[src/verilog/tick_timer_map.svh]
`ifndef TICK_TIMER_MAP_SVH
`define TICK_TIMER_MAP_SVH
// ==========================================================================
// register offsets (byte addresses, low bits of paddr)
`define TT_ADDR_W          12
`define TT_OFS_CTRL        12'h010
`define TT_OFS_RELOAD      12'h014
`define TT_OFS_CURRENT     12'h018
`define TT_OFS_CALIB       12'h01C
// ==========================================================================
// control and status field positions
`define TT_CTRL_ENABLE     0
`define TT_CTRL_TICKINT    1
`define TT_CTRL_CLKSEL     2
`define TT_CTRL_COUNTFLAG  16
// ==========================================================================
// calibration word field positions
`define TT_CAL_NO_REF      31
`define TT_CAL_SKEW        30
`define TT_CAL_RSVD_HI     29
`define TT_CAL_RSVD_LO     24
// ==========================================================================
// reset values and constants
`define TT_CTRL_RESET      3'h0
`define TT_COUNT_RESET     24'h00_0000
`define TT_FULL_STRB       4'hF
`define TT_APB_WAIT        1
`endif

[src/verilog/tick_timer_pkg.sv]
`default_nettype none
package tick_timer_pkg;
   // calibration content of one security state
   typedef struct packed {
      logic        skew;
      logic [23:0] ten_ms_reload;
   } calib_t;
   // control bits kept in flops
   typedef struct packed {
      logic clksel;
      logic tickint;
      logic enable;
   } ctrl_t;
   // bus slave phase
   typedef enum logic {BUS_IDLE, BUS_DONE} bus_state_t;
endpackage
`default_nettype wire
[src/verilog/tick_timer_calibration.sv]
// Function
// Calibration bit 31 reads 0 when a reference clock exists, 1 when not.
// Without a reference clock the clock select bit reads one, ignores writes.
// Calibration bit 30 reads 0 when the 10 ms figure is exact, else 1.
// Calibration bits 23:0 give the reload count for a 10 ms, 100 Hz tick.
// A zero 10 ms reload field means no calibration value is known.
// Each security state has its own calibration word, returned per state.
// The counter advances only on the enabled clock and holds when gated.
// Software uses full word accesses for all timer registers.
// Software writes reload, clears current, then writes control.
// Without calibration software derives reload from the clock frequency.
// Clock select 1 takes the processor clock, 0 the reference clock.
// The calibration word is read-only and bits 29:24 read as zero.
//
// The implementer's own choices: the register offsets and the APB slave port.
`timescale 1ns/100ps
`default_nettype none
`include "tick_timer_map.svh"

module tick_timer_calibration (
   // clock, reset and clock gate
   input  wire  logic                  pclk,
   input  wire  logic                  presetn,
   input  wire  logic                  clk_en,
   // apb slave
   input  wire  logic                  psel,
   input  wire  logic                  penable,
   input  wire  logic                  pwrite,
   input  wire  logic [11:0]           paddr,
   input  wire  logic [31:0]           pwdata,
   input  wire  logic [3:0]            pstrb,
   input  wire  logic [2:0]            pprot,
   output var   logic [31:0]           prdata,
   output var   logic                  pready,
   output var   logic                  pslverr,
   // reference clock and calibration straps
   input  wire  logic                  ref_tick,
   input  wire  logic                  no_reference_clock,
   input  wire  tick_timer_pkg::calib_t calib_secure,
   input  wire  tick_timer_pkg::calib_t calib_nonsecure,
   // timer event
   output var   logic                  tick_request
);
   import tick_timer_pkg::*;

   // ========================================================================
   // state
   bus_state_t  bus_q, bus_d;
   logic        pready_q, pready_d;
   logic        pslverr_q, pslverr_d;
   logic [31:0] prdata_q, prdata_d;
   ctrl_t       ctrl_q, ctrl_d;
   logic        flag_q, flag_d;
   logic [23:0] reload_q, reload_d;
   logic [23:0] current_q, current_d;
   logic        tick_q, tick_d;

   // ========================================================================
   // decode
   logic   fire, rd_fire, wr_fire, hit_ctrl, hit_rel, hit_cur, hit_cal;
   logic   clksel_eff, step, zero_hit;
   calib_t cal_sel;
   logic [31:0] rd_mux;

   assign fire     = psel && penable && pready_q;
   assign rd_fire  = fire && !pwrite && !pslverr_q;
   assign wr_fire  = fire && pwrite && !pslverr_q;
   assign hit_ctrl = (paddr == `TT_OFS_CTRL);
   assign hit_rel  = (paddr == `TT_OFS_RELOAD);
   assign hit_cur  = (paddr == `TT_OFS_CURRENT);
   assign hit_cal  = (paddr == `TT_OFS_CALIB);
   // pprot[1] high marks a non-secure access
   assign cal_sel  = pprot[1] ? calib_nonsecure : calib_secure;
   // no reference clock pins the source to the processor clock
   assign clksel_eff = ctrl_q.clksel || no_reference_clock;
   // reference path advances only on a reference tick
   assign step = ctrl_q.enable && (clksel_eff || ref_tick);
   assign zero_hit = step && (current_q == 24'h00_0001);

   // read mux
   always_comb begin
      rd_mux = 32'h0000_0000;
      if (hit_ctrl) begin
         rd_mux[`TT_CTRL_COUNTFLAG] = flag_q;
         rd_mux[`TT_CTRL_CLKSEL]    = clksel_eff;
         rd_mux[`TT_CTRL_TICKINT]   = ctrl_q.tickint;
         rd_mux[`TT_CTRL_ENABLE]    = ctrl_q.enable;
      end else if (hit_rel) begin
         rd_mux[23:0] = reload_q;
      end else if (hit_cur) begin
         rd_mux[23:0] = current_q;
      end else if (hit_cal) begin
         // reserved 29:24 stay zero; a zero field means no value known
         rd_mux[`TT_CAL_NO_REF] = no_reference_clock;
         rd_mux[`TT_CAL_SKEW]  = cal_sel.skew;
         rd_mux[23:0]          = cal_sel.ten_ms_reload;
      end
   end

   // ========================================================================
   // apb slave: one wait state, data captured on the edge that raises pready
   always_comb begin
      bus_d     = bus_q;
      pready_d  = 1'b0;
      pslverr_d = 1'b0;
      prdata_d  = prdata_q;
      case (bus_q)
         BUS_IDLE: begin
            if (psel && penable) begin
               bus_d     = BUS_DONE;
               pready_d  = 1'b1;
               prdata_d  = pwrite ? 32'h0000_0000 : rd_mux;
               // partial or unmapped accesses are refused, never applied
               pslverr_d = !(hit_ctrl || hit_rel || hit_cur || hit_cal) ||
                           (pwrite && pstrb != `TT_FULL_STRB);
            end
         end
         BUS_DONE: begin
            bus_d = BUS_IDLE;
         end
         default: begin
            bus_d = BUS_IDLE;
         end
      endcase
   end

   always_ff @(posedge pclk or negedge presetn) begin
      if (!presetn) begin
         bus_q     <= BUS_IDLE;
         pready_q  <= 1'b0;
         pslverr_q <= 1'b0;
         prdata_q  <= 32'h0000_0000;
      end else if (clk_en) begin
         bus_q     <= bus_d;
         pready_q  <= pready_d;
         pslverr_q <= pslverr_d;
         prdata_q  <= prdata_d;
      end
   end

   // ========================================================================
   // timer registers and counter
   always_comb begin
      ctrl_d    = ctrl_q;
      reload_d  = reload_q;
      current_d = current_q;
      flag_d    = flag_q;
      tick_d    = 1'b0;
      if (step) begin
         current_d = (current_q == `TT_COUNT_RESET) ? reload_q
                                                    : current_q - 24'h00_0001;
      end
      if (wr_fire && hit_ctrl) begin
         // without a reference clock the select write is dropped, so a
         // later reference clock never picks up a stale software choice
         ctrl_d.enable  = pwdata[`TT_CTRL_ENABLE];
         ctrl_d.tickint = pwdata[`TT_CTRL_TICKINT];
         if (!no_reference_clock) begin
            ctrl_d.clksel = pwdata[`TT_CTRL_CLKSEL];
         end
      end
      if (wr_fire && hit_rel) begin
         reload_d = pwdata[23:0];
      end
      if (wr_fire && hit_cur) begin
         current_d = `TT_COUNT_RESET;
         flag_d    = 1'b0;
      end
      // clear only a flag that the read returned: a set landing between
      // data capture and completion would otherwise be lost unseen
      if (rd_fire && hit_ctrl && prdata_q[`TT_CTRL_COUNTFLAG]) begin
         flag_d = 1'b0;
      end
      // reaching zero beats a same-cycle clear
      if (zero_hit) begin
         flag_d = 1'b1;
         tick_d = ctrl_q.tickint;
      end
   end

   // gated clock_en freezes the counter like a stopped clock
   always_ff @(posedge pclk or negedge presetn) begin
      if (!presetn) begin
         ctrl_q    <= `TT_CTRL_RESET;
         reload_q  <= `TT_COUNT_RESET;
         current_q <= `TT_COUNT_RESET;
         flag_q    <= 1'b0;
         tick_q    <= 1'b0;
      end else if (clk_en) begin
         ctrl_q    <= ctrl_d;
         reload_q  <= reload_d;
         current_q <= current_d;
         flag_q    <= flag_d;
         tick_q    <= tick_d;
      end
   end

   assign prdata       = prdata_q;
   assign pready       = pready_q;
   assign pslverr      = pslverr_q;
   assign tick_request = tick_q;

   // first access cycle of a read: prdata_q is loaded at this edge
   logic cal_take, csr_take;
   assign cal_take = clk_en && psel && penable && !pready_q && !pwrite &&
                     hit_cal;
   assign csr_take = clk_en && psel && penable && !pready_q && !pwrite &&
                     hit_ctrl;
endmodule // tick_timer_calibration

`default_nettype wire

[config.mk]
export PLATFORM = sky130hd
export DESIGN_NAME = tick_timer_calibration
export DESIGN_NICKNAME = d
export VERILOG_FILES = /design/src/verilog/tick_timer_pkg.sv /design/src/verilog/tick_timer_calibration.sv
export VERILOG_INCLUDE_DIRS = /design/src /design/src/verilog
export SDC_FILE = /design/constraint.sdc
export NUM_CORES = 1
export LEC_CHECK = 0
export BUFFER_PORTS_ARGS = -buffer_cell sky130_fd_sc_hd__buf_2
export CORE_MARGIN = 2
export CORE_UTILIZATION = 56
export CTS_CLUSTER_SIZE = 8
export DETAILED_ROUTE_END_ITERATION = 7
export PLACE_DENSITY_LB_ADDON = 0.1
export SLEW_MARGIN = 20
export SYNTH_ARGS = -nofsm -noshare
export SYNTH_HDL_FRONTEND = slang
export SYNTH_SLANG_ARGS = --single-unit
[constraint.sdc]
create_clock -name pclk -period 4.5 [get_ports pclk]
set_clock_uncertainty 0.05 [all_clocks]
set_input_delay 0.45 -clock pclk [delete_from_list [all_inputs] [get_ports pclk]]
set_output_delay 0.45 -clock pclk [all_outputs]
set_load 0.01 [all_outputs]
Yosys cells after proc, flatten, opt, wreduce, memory -nomap -nowiden --
Cells that the tools add are included.
Storage, ports and cells: input bits 109, register bits 88, logic and storage cells 77, output and inout bits 35
Cells by class: multiplexer cells 25, add/subtract/negate cells 1, bitwise logic cells 2, reduce and logical (&&, ||, !) cells 32, eq/ne operators 6
Operators by type and width (count):
- $mux 24 | 6
- $eq 12x5->1 const B | 4
- $mux 32 | 1
- $mux 25 | 1
- $eq 24x1->1 const B | 1
- $logic_not 24->1 | 1
- $sub 24x1->24 const B | 1
- $logic_and 1x1->1 | 14
- $mux 13 | 1
- $mux 1 | 9
- $mux 2 | 4
- $reduce_and 2->1 | 4
- $mux 7 | 1
- $logic_or 1x1->1 | 6
- $reduce_and 3->1 | 2
- $ne 4x4->1 const B | 1
- $logic_not 1->1 | 3
- $mux 3 | 1
- $reduce_bool 3->1 | 1
- $not 1->1 | 2
- $pmux 1 s2 | 1
- $reduce_bool 2->1 | 1

Depth between registers and ports, before layout --
Gate-level depths: netlist (run 1).
depth after elaboration 8, gate-level depth with buffers 9, depth with buffers taken out 7

Least setup slack after synthesis (run 1) --
Ideal clock, no wire load.
path type in2reg, start input paddr[1], end register reload_q[10], arrival 2.490 ns, stages 6, setup slack 1.833 ns, setup time 0.128 ns, cell sequence or4_1 -> or3_1 -> clkbuf_1 -> nor4_4 -> buf_2 -> mux2_1
Between the ends: longest elaborated chain between the ends 3
Ends and longest elaborated chain:
- from (decl) | RTL line tick_timer_calibration.sv:29 | input wire logic [11:0] paddr,
- $eq 12x5->1 (no source line)
- $logic_and 1x1->1 | RTL line tick_timer_calibration.sv:162 | if (wr_fire && hit_rel) begin
- $reduce_and 2->1 (no source line)
- to (signal assigned) | RTL line tick_timer_calibration.sv:185 | reload_q <= `TT_COUNT_RESET;
- to (signal assigned) | RTL line tick_timer_calibration.sv:191 | reload_q <= reload_d;
- to (decl) | RTL line tick_timer_calibration.sv:54 | logic [23:0] reload_q, reload_d;
No other way between the ends. A chain may end at the register's enable or synchronous reset.

Final worst setup path (run 1) --
start register current_q[8], end register current_q[0]
Between the ends: longest elaborated chain between the ends 4
Ends and longest elaborated chain:
- from (decl) | RTL line tick_timer_calibration.sv:55 | logic [23:0] current_q, current_d;
- from (signal assigned) | RTL line tick_timer_calibration.sv:186 | current_q <= `TT_COUNT_RESET;
- from (signal assigned) | RTL line tick_timer_calibration.sv:192 | current_q <= current_d;
- $logic_not 24->1 (no source line)
- $mux 24 | RTL line tick_timer_calibration.sv:150 | current_d = (current_q == `TT_COUNT_RESET) ? reload_q
- $mux 24 | RTL line tick_timer_calibration.sv:149 | if (step) begin
- $mux 24 | RTL line tick_timer_calibration.sv:165 | if (wr_fire && hit_cur) begin
No other way between the ends. The select of a mux whose other input is x is not followed.

==> results of run 1 <==
[power by group through the flow]
stage               clock network (W)  registers (W)  logic (W)
detailed placement                  0       0.000745   0.000109
floorplan                           0       0.000745  0.0000427
finish                       0.000591       0.000730   0.000109
global placement                    0       0.000744   0.000106
global route                 0.000628       0.000730   0.000123
CTS                          0.000600       0.000730   0.000109
[state kept, by name (all words and copies together), names as in the netlist]
name and flops:
bus_q 1, ctrl_q 3, current_q 24, flag_q 1, prdata 26, pslverr 1
reload_q 24, tick_request 1
[synth_stat cells, types with 2 or more instances]
master      n  share of area (%)
a32o_1      2               0.42
and3_1      2               0.26
nand2_1    36                2.8
nand3_1     5               0.52
mux2i_1    35                7.3
buf_4       6               0.94
or4_1       5               0.79
or3_1       8                1.0
a21o_1      2               0.31
nor2b_1     2               0.26
nor3_1     20                2.1
o2bb2ai_1  11                2.0
nor4_1      8                1.0
nand4_1     3               0.39
nor2_1     43                3.4
or4b_1      3               0.63
buf_2       6               0.63
o211ai_1    6               0.94
nand2b_1    3               0.39
o31ai_1    10                1.6
a31oi_1     2               0.26
o311a_1     2               0.42
clkbuf_1   26                2.0
dfrtp_1    81                 42
inv_1      14                1.1
o311ai_0    2               0.37
buf_6       4               0.94
a22oi_1     3               0.47
a211oi_1   20                3.1
o22ai_1     7               0.92
o21ai_1    50                5.2
o221ai_1    5               0.92
mux2_1     26                6.1
or4_4       2               0.47
o21ai_0     3               0.31
a21oi_1     8               0.84
ha_1        3               0.79
a32oi_1    10                1.8
buf_1       3               0.24
[cell families (layout without fill, tap and decap cells)]
logic type	after synthesis	in the layout
adder cells (fa/ha/maj)	3	3
buffers and inverters	59	161
other	1	6
AND/OR/NAND/NOR	149	149
multiplexers	62	62
flip-flops	81	81
AO/OA/AOI/OAI	148	148
[cell type report]
cell class	count	area share [%]
clock buffer	11	2.70
clock inverter	3	1.16
inverter	14	0.936
multi-input combinational	368	44.5
sequential	81	36.1
tap	105	2.34
timing repair buffer	133	12.2
[routing by layer]
metal / global-route usage (%) / part of all wire (%)
met5: 0 / 0
met4: 8.80 / 1.2
met3: 4.15 / 9.2
met2: 48.8 / 47
met1: 42.5 / 42
[stage by stage]
stage | cells | util [%] | setup WS [ns]
finish | 715 | 68.3 | 1.41
global route | 715 | 68.3 | 1.23
CTS | 715 | 68.3 | 1.44
detailed placement | 701 | 65.6 | 1.44
global placement | 701 | 65.6 | 1.44
floorplan | 508 | - | 1.83
[critical path, cell delays in order, from the launching register on]
cell,delay [ns]
dfrtp_1,0.50
or4_4,0.60
or4_4,0.60
nor2_2,0.84
mux2i_1,0.27
o22ai_1,0.08
[worst max-delay path by stage]
stage | startpoint | endpoint | slack, ns | depth (start not counted)
floorplan | paddr[1] | reload_q[10] | 1.83 | 6
global placement | paddr[1] | prdata[10] | 1.44 | 6
detailed placement | paddr[1] | prdata[10] | 1.44 | 6
CTS | current_q[8] | current_q[13] | 1.44 | 5
global route | current_q[12] | current_q[13] | 1.23 | 5
finish | current_q[8] | current_q[0] | 1.41 | 5
==> impl_metrics.tcl, run 1 <==
set metrics [dict create \
    status "finished clean" \
    power_w 0.00143 \
    p_seq_share_pct 51.1 \
    antenna_found_initial 0 \
    start_kind "flip-flop" \
    gp_congestion 0.918 \
    final.period_utilization_pct 68.7 \
    criticalPathCategory "flip-flop to flip-flop" \
    insertedDiodeCount 0 \
    required_ns 4.66 \
    dieArea_um2 9270 \
    finalCriticalPeriod_ns 3.09 \
    wirelength_um 13200 \
    maxCapViolations 0 \
    synthesis.area_um2 4770 \
    synth_mux_area_share_pct 13.7 \
    reg2reg_slack_ns 1.41 \
    synth_edf_count 0 \
    drive_gt1_share_pct 25.7 \
    worstPathMaxFanout 24 \
    final_cell_mix "buf_2, dfrtp_1, o21ai_1, nor2_1, nand2_1" \
    intPower_w 0.00111 \
    fp.coreArea_um2 8220 \
    multi_input_area_um2 2500 \
    boundaryPins 144 \
    cts_setup_buffers 0 \
    grt_pass1_wl_um 21400 \
    ir_worst_vdd_v 0.000201 \
    ctsResizeCount 0 \
    p_sw_share_pct 22.1 \
    start_util_pct 58.0 \
    dp_hpwl_um 9330 \
    r2r-end "current_q[0]" \
    synth_adder_area_share_pct 0.787 \
    ctsHtreeMaxLevel 3 \
    postCtsHoldBufs 0 \
    end_kind "flip-flop" \
    slew_headroom_pct 29.9 \
    hold_class "input port to async pin" \
    syn_area_per_cell_um2 9.48 \
    p_per_area_nw_per_um2 255 \
    hold_ws_ns 0.0647 \
    synthSimpleGateAreaFrac_pct 15.9 \
    rsz0062_at_grt "no" \
    synth.distinct_cells 55 \
    cp.arrival_ns 3.25 \
    r2r_cells 5 \
    p_clk_share_pct 41.3 \
    first_global_vias 4287 \
    synth_cells 503 \
    finalHoldViolations 0 \
    power.leakage_nw 2.67 \
    clk_pin_slew_ns 0.08 \
    grt_max_degree 82 \
    portBuffers 127 \
    drcViolationCount 0 \
    synth_xor_area_share_pct 0 \
    worstMarginPinSlew_ns 1.05 \
    yosysSeqAreaShare_pct 42.5 \
    p_switching_w 0.000316 \
    antenna_left 0 \
    cts_tree "yes" \
    die-height_um 96.3 \
    die_w_um 96.3 \
    max_freq_mhz 324 \
    synth_compound_gate_area_share_pct 21.1 \
    dr.pass1.iters 4 \
    cts_buffers 9 \
    avgRoutedWirePerCell_um 18.5 \
    layout_commonest_cell "buf_2" \
    grtUsageTotal_pct 30.2 \
    clock_sinks 81 \
    tns_ns 0 \
    grt-ovfl-total 0 \
    p_comb_share_pct 7.6 \
    cts_max_path_buffers 2 \
    final_nets 719 \
    worstSkewPairLatency_ns 0.35 \
    ff_latch_area_um2 2030 \
    reg2reg_from "current_q[8]" \
    placementRows 33 \
    synthArstFlopShare_pct 100 \
    ys_warn_count 0 \
    synth_ff_type "dfrtp_1" \
    synth_seq_cells 81 \
    placed_area_um2 5390 \
    root_buffer "clkbuf_8" \
    slew_violations 0 \
    routed_via_density 6.13 \
    vias 4384 \
    finalInstanceArea_um2 5610 \
    fillers 709 \
    setup_violations 0 \
    drtIter0Drc 250 \
    area_growth_pct 17.7 \
    synth_top_family_by_area "compound AO/OA/AOI/OAI gates" \
]
(Power assumes the default switching activity.)
==> inputs of run 2 (changes only) <==
--- a/config.mk
+++ b/config.mk
@@ -6,9 +6,10 @@
 export SDC_FILE = /design/constraint.sdc
 export NUM_CORES = 1
 export LEC_CHECK = 0
+export ABC_AREA = 1
 export BUFFER_PORTS_ARGS = -buffer_cell sky130_fd_sc_hd__buf_2
 export CORE_MARGIN = 2
-export CORE_UTILIZATION = 56
+export CORE_UTILIZATION = 48
 export CTS_CLUSTER_SIZE = 8
 export DETAILED_ROUTE_END_ITERATION = 7
 export PLACE_DENSITY_LB_ADDON = 0.1
==> constraint.sdc (replaced) <==
create_clock -name pclk -period 2.76 [get_ports pclk]
set_clock_uncertainty 0.05 [all_clocks]
set_input_delay 0.276 -clock pclk [delete_from_list [all_inputs] [get_ports pclk]]
set_output_delay 0.276 -clock pclk [all_outputs]
set_load 0.01 [all_outputs]
==> run 2 against run 1 <==
Against the previous run:
- worst setup slack worse by 0.78 ns
- synthesized area is 12% higher
- cell count is 46% higher
- die area is 29% higher
- design area is 10% higher
- hold slack better by 0.019 ns
- critical path depth is 1 higher
- global-route usage is 3.6 points lower
- clock-buffer cell count is 2 lower
- sequential share of layout area is 3.4 points lower
- register-to-register slack worse by 0.78 ns
- critical endpoint unchanged
- largest power group unchanged
- highest routed layer unchanged
==> impl_metrics.tcl, run 2 <==
set metrics [dict create \
    status "finished clean" \
    yosysSeqAreaShare_pct 38.0 \
    max_freq_mhz 468 \
    slew_violations 0 \
    cts_buffers 9 \
    tns_ns 0 \
    placed_area_um2 5980 \
    placementRows 38 \
    largest_reg_flops 26 \
    end_kind "flip-flop" \
    die-height_um 109 \
    insertedDiodeCount 0 \
    grt_pass1_wl_um 24800 \
    wl_met1_um 6610 \
    synth_edf_count 0 \
    ir_worst_vdd_v 0.000281 \
    cts_tree "yes" \
    start_kind "flip-flop" \
    cp.arrival_ns 2.36 \
    worstSkewPairLatency_ns 0.39 \
    synth_ff_type "dfrtp_1" \
    hold_class "input port to flip-flop" \
    fp.coreArea_um2 10800 \
    cts_max_path_buffers 2 \
    dr.pass1.iters 5 \
    finalInstanceArea_um2 6200 \
    synth_commonest_cells "nand2_1, nor2_1, dfrtp_1" \
    grtUsageTotal_pct 26.5 \
    final.period_utilization_pct 77.4 \
    critPathCapture "current_q[0]" \
    synth.area.top_cells "dfrtp_1, nand2_1, nor2_1" \
    synthArstFlopShare_pct 100 \
    synth_area_leader_cell "dfrtp_1" \
    power.leakage_nw 3.72 \
    gp_congestion 0.906 \
    slew_headroom_pct 47.9 \
    dr.max_layer_used "met4" \
    finalHoldViolations 0 \
    clock_sinks 81 \
    antenna_found_initial 0 \
    grt-ovfl-total 0 \
    synth_top_cell_area_share_pct 38.0 \
    synthSimpleGateAreaFrac_pct 41.0 \
    reg2reg_from "current_q[9]" \
    die_w_um 109 \
    ys_warn_count 0 \
    drtIter0Drc 360 \
    startpoint "current_q[9]" \
    area_growth_pct 16.3 \
    p_per_area_nw_per_um2 379 \
    clk_pin_slew_ns 0.10 \
    required_ns 2.98 \
    grt_max_degree 46 \
    synth.distinct_cells 35 \
    synth_cells 786 \
    final_nets 1014 \
    dieArea_um2 12000 \
    final_cell_mix "nand2_1, buf_2, nor2_1, dfrtp_1, inv_1" \
    worstMarginPinSlew_ns 0.780 \
    worstPathMaxFanout 12 \
    synth_adder_area_share_pct 0.704 \
    layout_commonest_cell "nand2_1" \
    r2r-end "current_q[0]" \
    setup_violations 0 \
    yosys.cell_count.top_type "nand2_1" \
    synth_seq_cells 81 \
    root_buffer "clkbuf_8" \
    portBuffers 127 \
    criticalPathCategory "flip-flop to flip-flop" \
    syn_area_per_cell_um2 6.78 \
    dp_hpwl_um 11400 \
    avgRoutedWirePerCell_um 14.4 \
    antenna_left 0 \
    drive_gt1_share_pct 19.0 \
    cts_setup_buffers 0 \
    drcViolationCount 0 \
    r2r_cells 6 \
    maxCapViolations 0 \
    reg2reg_slack_ns 0.62 \
    dr_wl_met3_um 674 \
    boundaryPins 144 \
    synthesis.area_um2 5330 \
    rsz0062_at_grt "no" \
    first_global_vias 5267 \
    synth_top_family_by_area "simple AND/OR/NAND/NOR gates" \
    synth_compound_gate_area_share_pct 6.69 \
    routed_via_density 5.12 \
    ctsHtreeMaxLevel 3 \
    met2WireLength_um 7490 \
    synth_mux_area_share_pct 3.94 \
    wirelength_um 15100 \
    synth_xor_area_share_pct 0.493 \
    vias 5363 \
    start_util_pct 49.2 \
    finalCriticalPeriod_ns 2.14 \
]
## run 2: changes by cell type after synthesis, moves of 13 or more
| cell | change |
|---|---|
| o21ai_0 | +14 |
| a21oi_1 | +27 |
| a211oi_1 | -20 |
| nor3_1 | -14 |
| buf_2 | +13 |
| o21ai_1 | -37 |
| mux2_1 | -26 |
| clkbuf_1 | -25 |
| nand2_1 | +243 |
| mux2i_1 | -14 |
| nand3_1 | +52 |
| nor2_1 | +81 |
| inv_1 | +45 |
| nand4_1 | +19 |
## run 2: layout make-up
type	instances	area, µm²
fill	1065	4640
timing repair buffer	135	713
clock inverter	7	85.1
inverter	63	238
clock buffer	9	124
sequential	81	2030
tap	140	175
multi-input combinational	612	2840
## run 2: kinds of logic (layout without fill, tap and decap cells)
| family | Yosys count | in the layout |
|---|---|---|
| and+or+nand+nor | 510 | 510 |
| other | 1 | 6 |
| muxes | 21 | 21 |
| xor gates and xnor gates | 3 | 3 |
| adders and majority gates | 3 | 3 |
| buffers and inverters | 98 | 214 |
| DFF | 81 | 81 |
| AOI/OAI and AO/OA | 69 | 69 |
## run 2: worst min path at each step
stage / cells after the start / endpoint / startpoint / slack, ns
after global routing: 3 / reload_q[20] / pwdata[20] / 0.09
after global placement: 1 / prdata[21] / presetn / 0.24
final: 3 / reload_q[16] / pwdata[16] / 0.08
after floorplan: 0 / bus_q / presetn / -0.07
after detailed placement: 1 / prdata[21] / presetn / 0.25
after CTS: 3 / reload_q[20] / pwdata[20] / 0.07
## run 2: critical path: stages (launching register included)
cell,delay (ns)
dfrtp_1,0.46
nor2_1,0.22
nand2_1,0.17
nor2_1,0.24
nand3_1,0.48
o21ai_0,0.30
o21ai_0,0.11
## run 2: per-stage QoR
| stage | hold slack, ns | utilization (%) | cells | power, W | setup slack (ns) |
|---|---|---|---|---|---|
| 6_report | 0.0840 | 57.2 | 1047 | 0.00235 | 0.625 |
| 5_1_grt | 0.0922 | 57.2 | 1047 | 0.00244 | 0.472 |
| 4_1_cts | 0.0741 | 57.2 | 1047 | 0.00237 | 0.659 |
| 3_5_place_dp | 0.250 | 55.2 | 1030 | 0.00142 | 0.512 |
| 3_3_place_gp | 0.239 | 55.2 | 1030 | 0.00142 | 0.557 |
| 2_1_floorplan | -0.0696 | - | 791 | 0.00131 | 1.18 |
## run 2: what timing repair did
| item | 4_1_cts | 5_1_grt |
|---|---|---|
| endpoints found under the setup margin | 0 | 0 |
| endpoints found under the hold margin | 39 | 0 |
| gates resized for setup | 0 | 0 |
| hold buffers | 1 | 0 |
## run 2: report_power, final
part           switching [W]  internal (W)
clock               0.000519      0.000437
sequential        0.00000414       0.00119
combinational       0.000117     0.0000865
## run 2: metal layers
metal	vias to the layer above	GRT usage, %
met3	24	4.33
met2	138	45.7
li1	2713	-
met1	2488	33.9
met5	-	0
met4	0	8.95
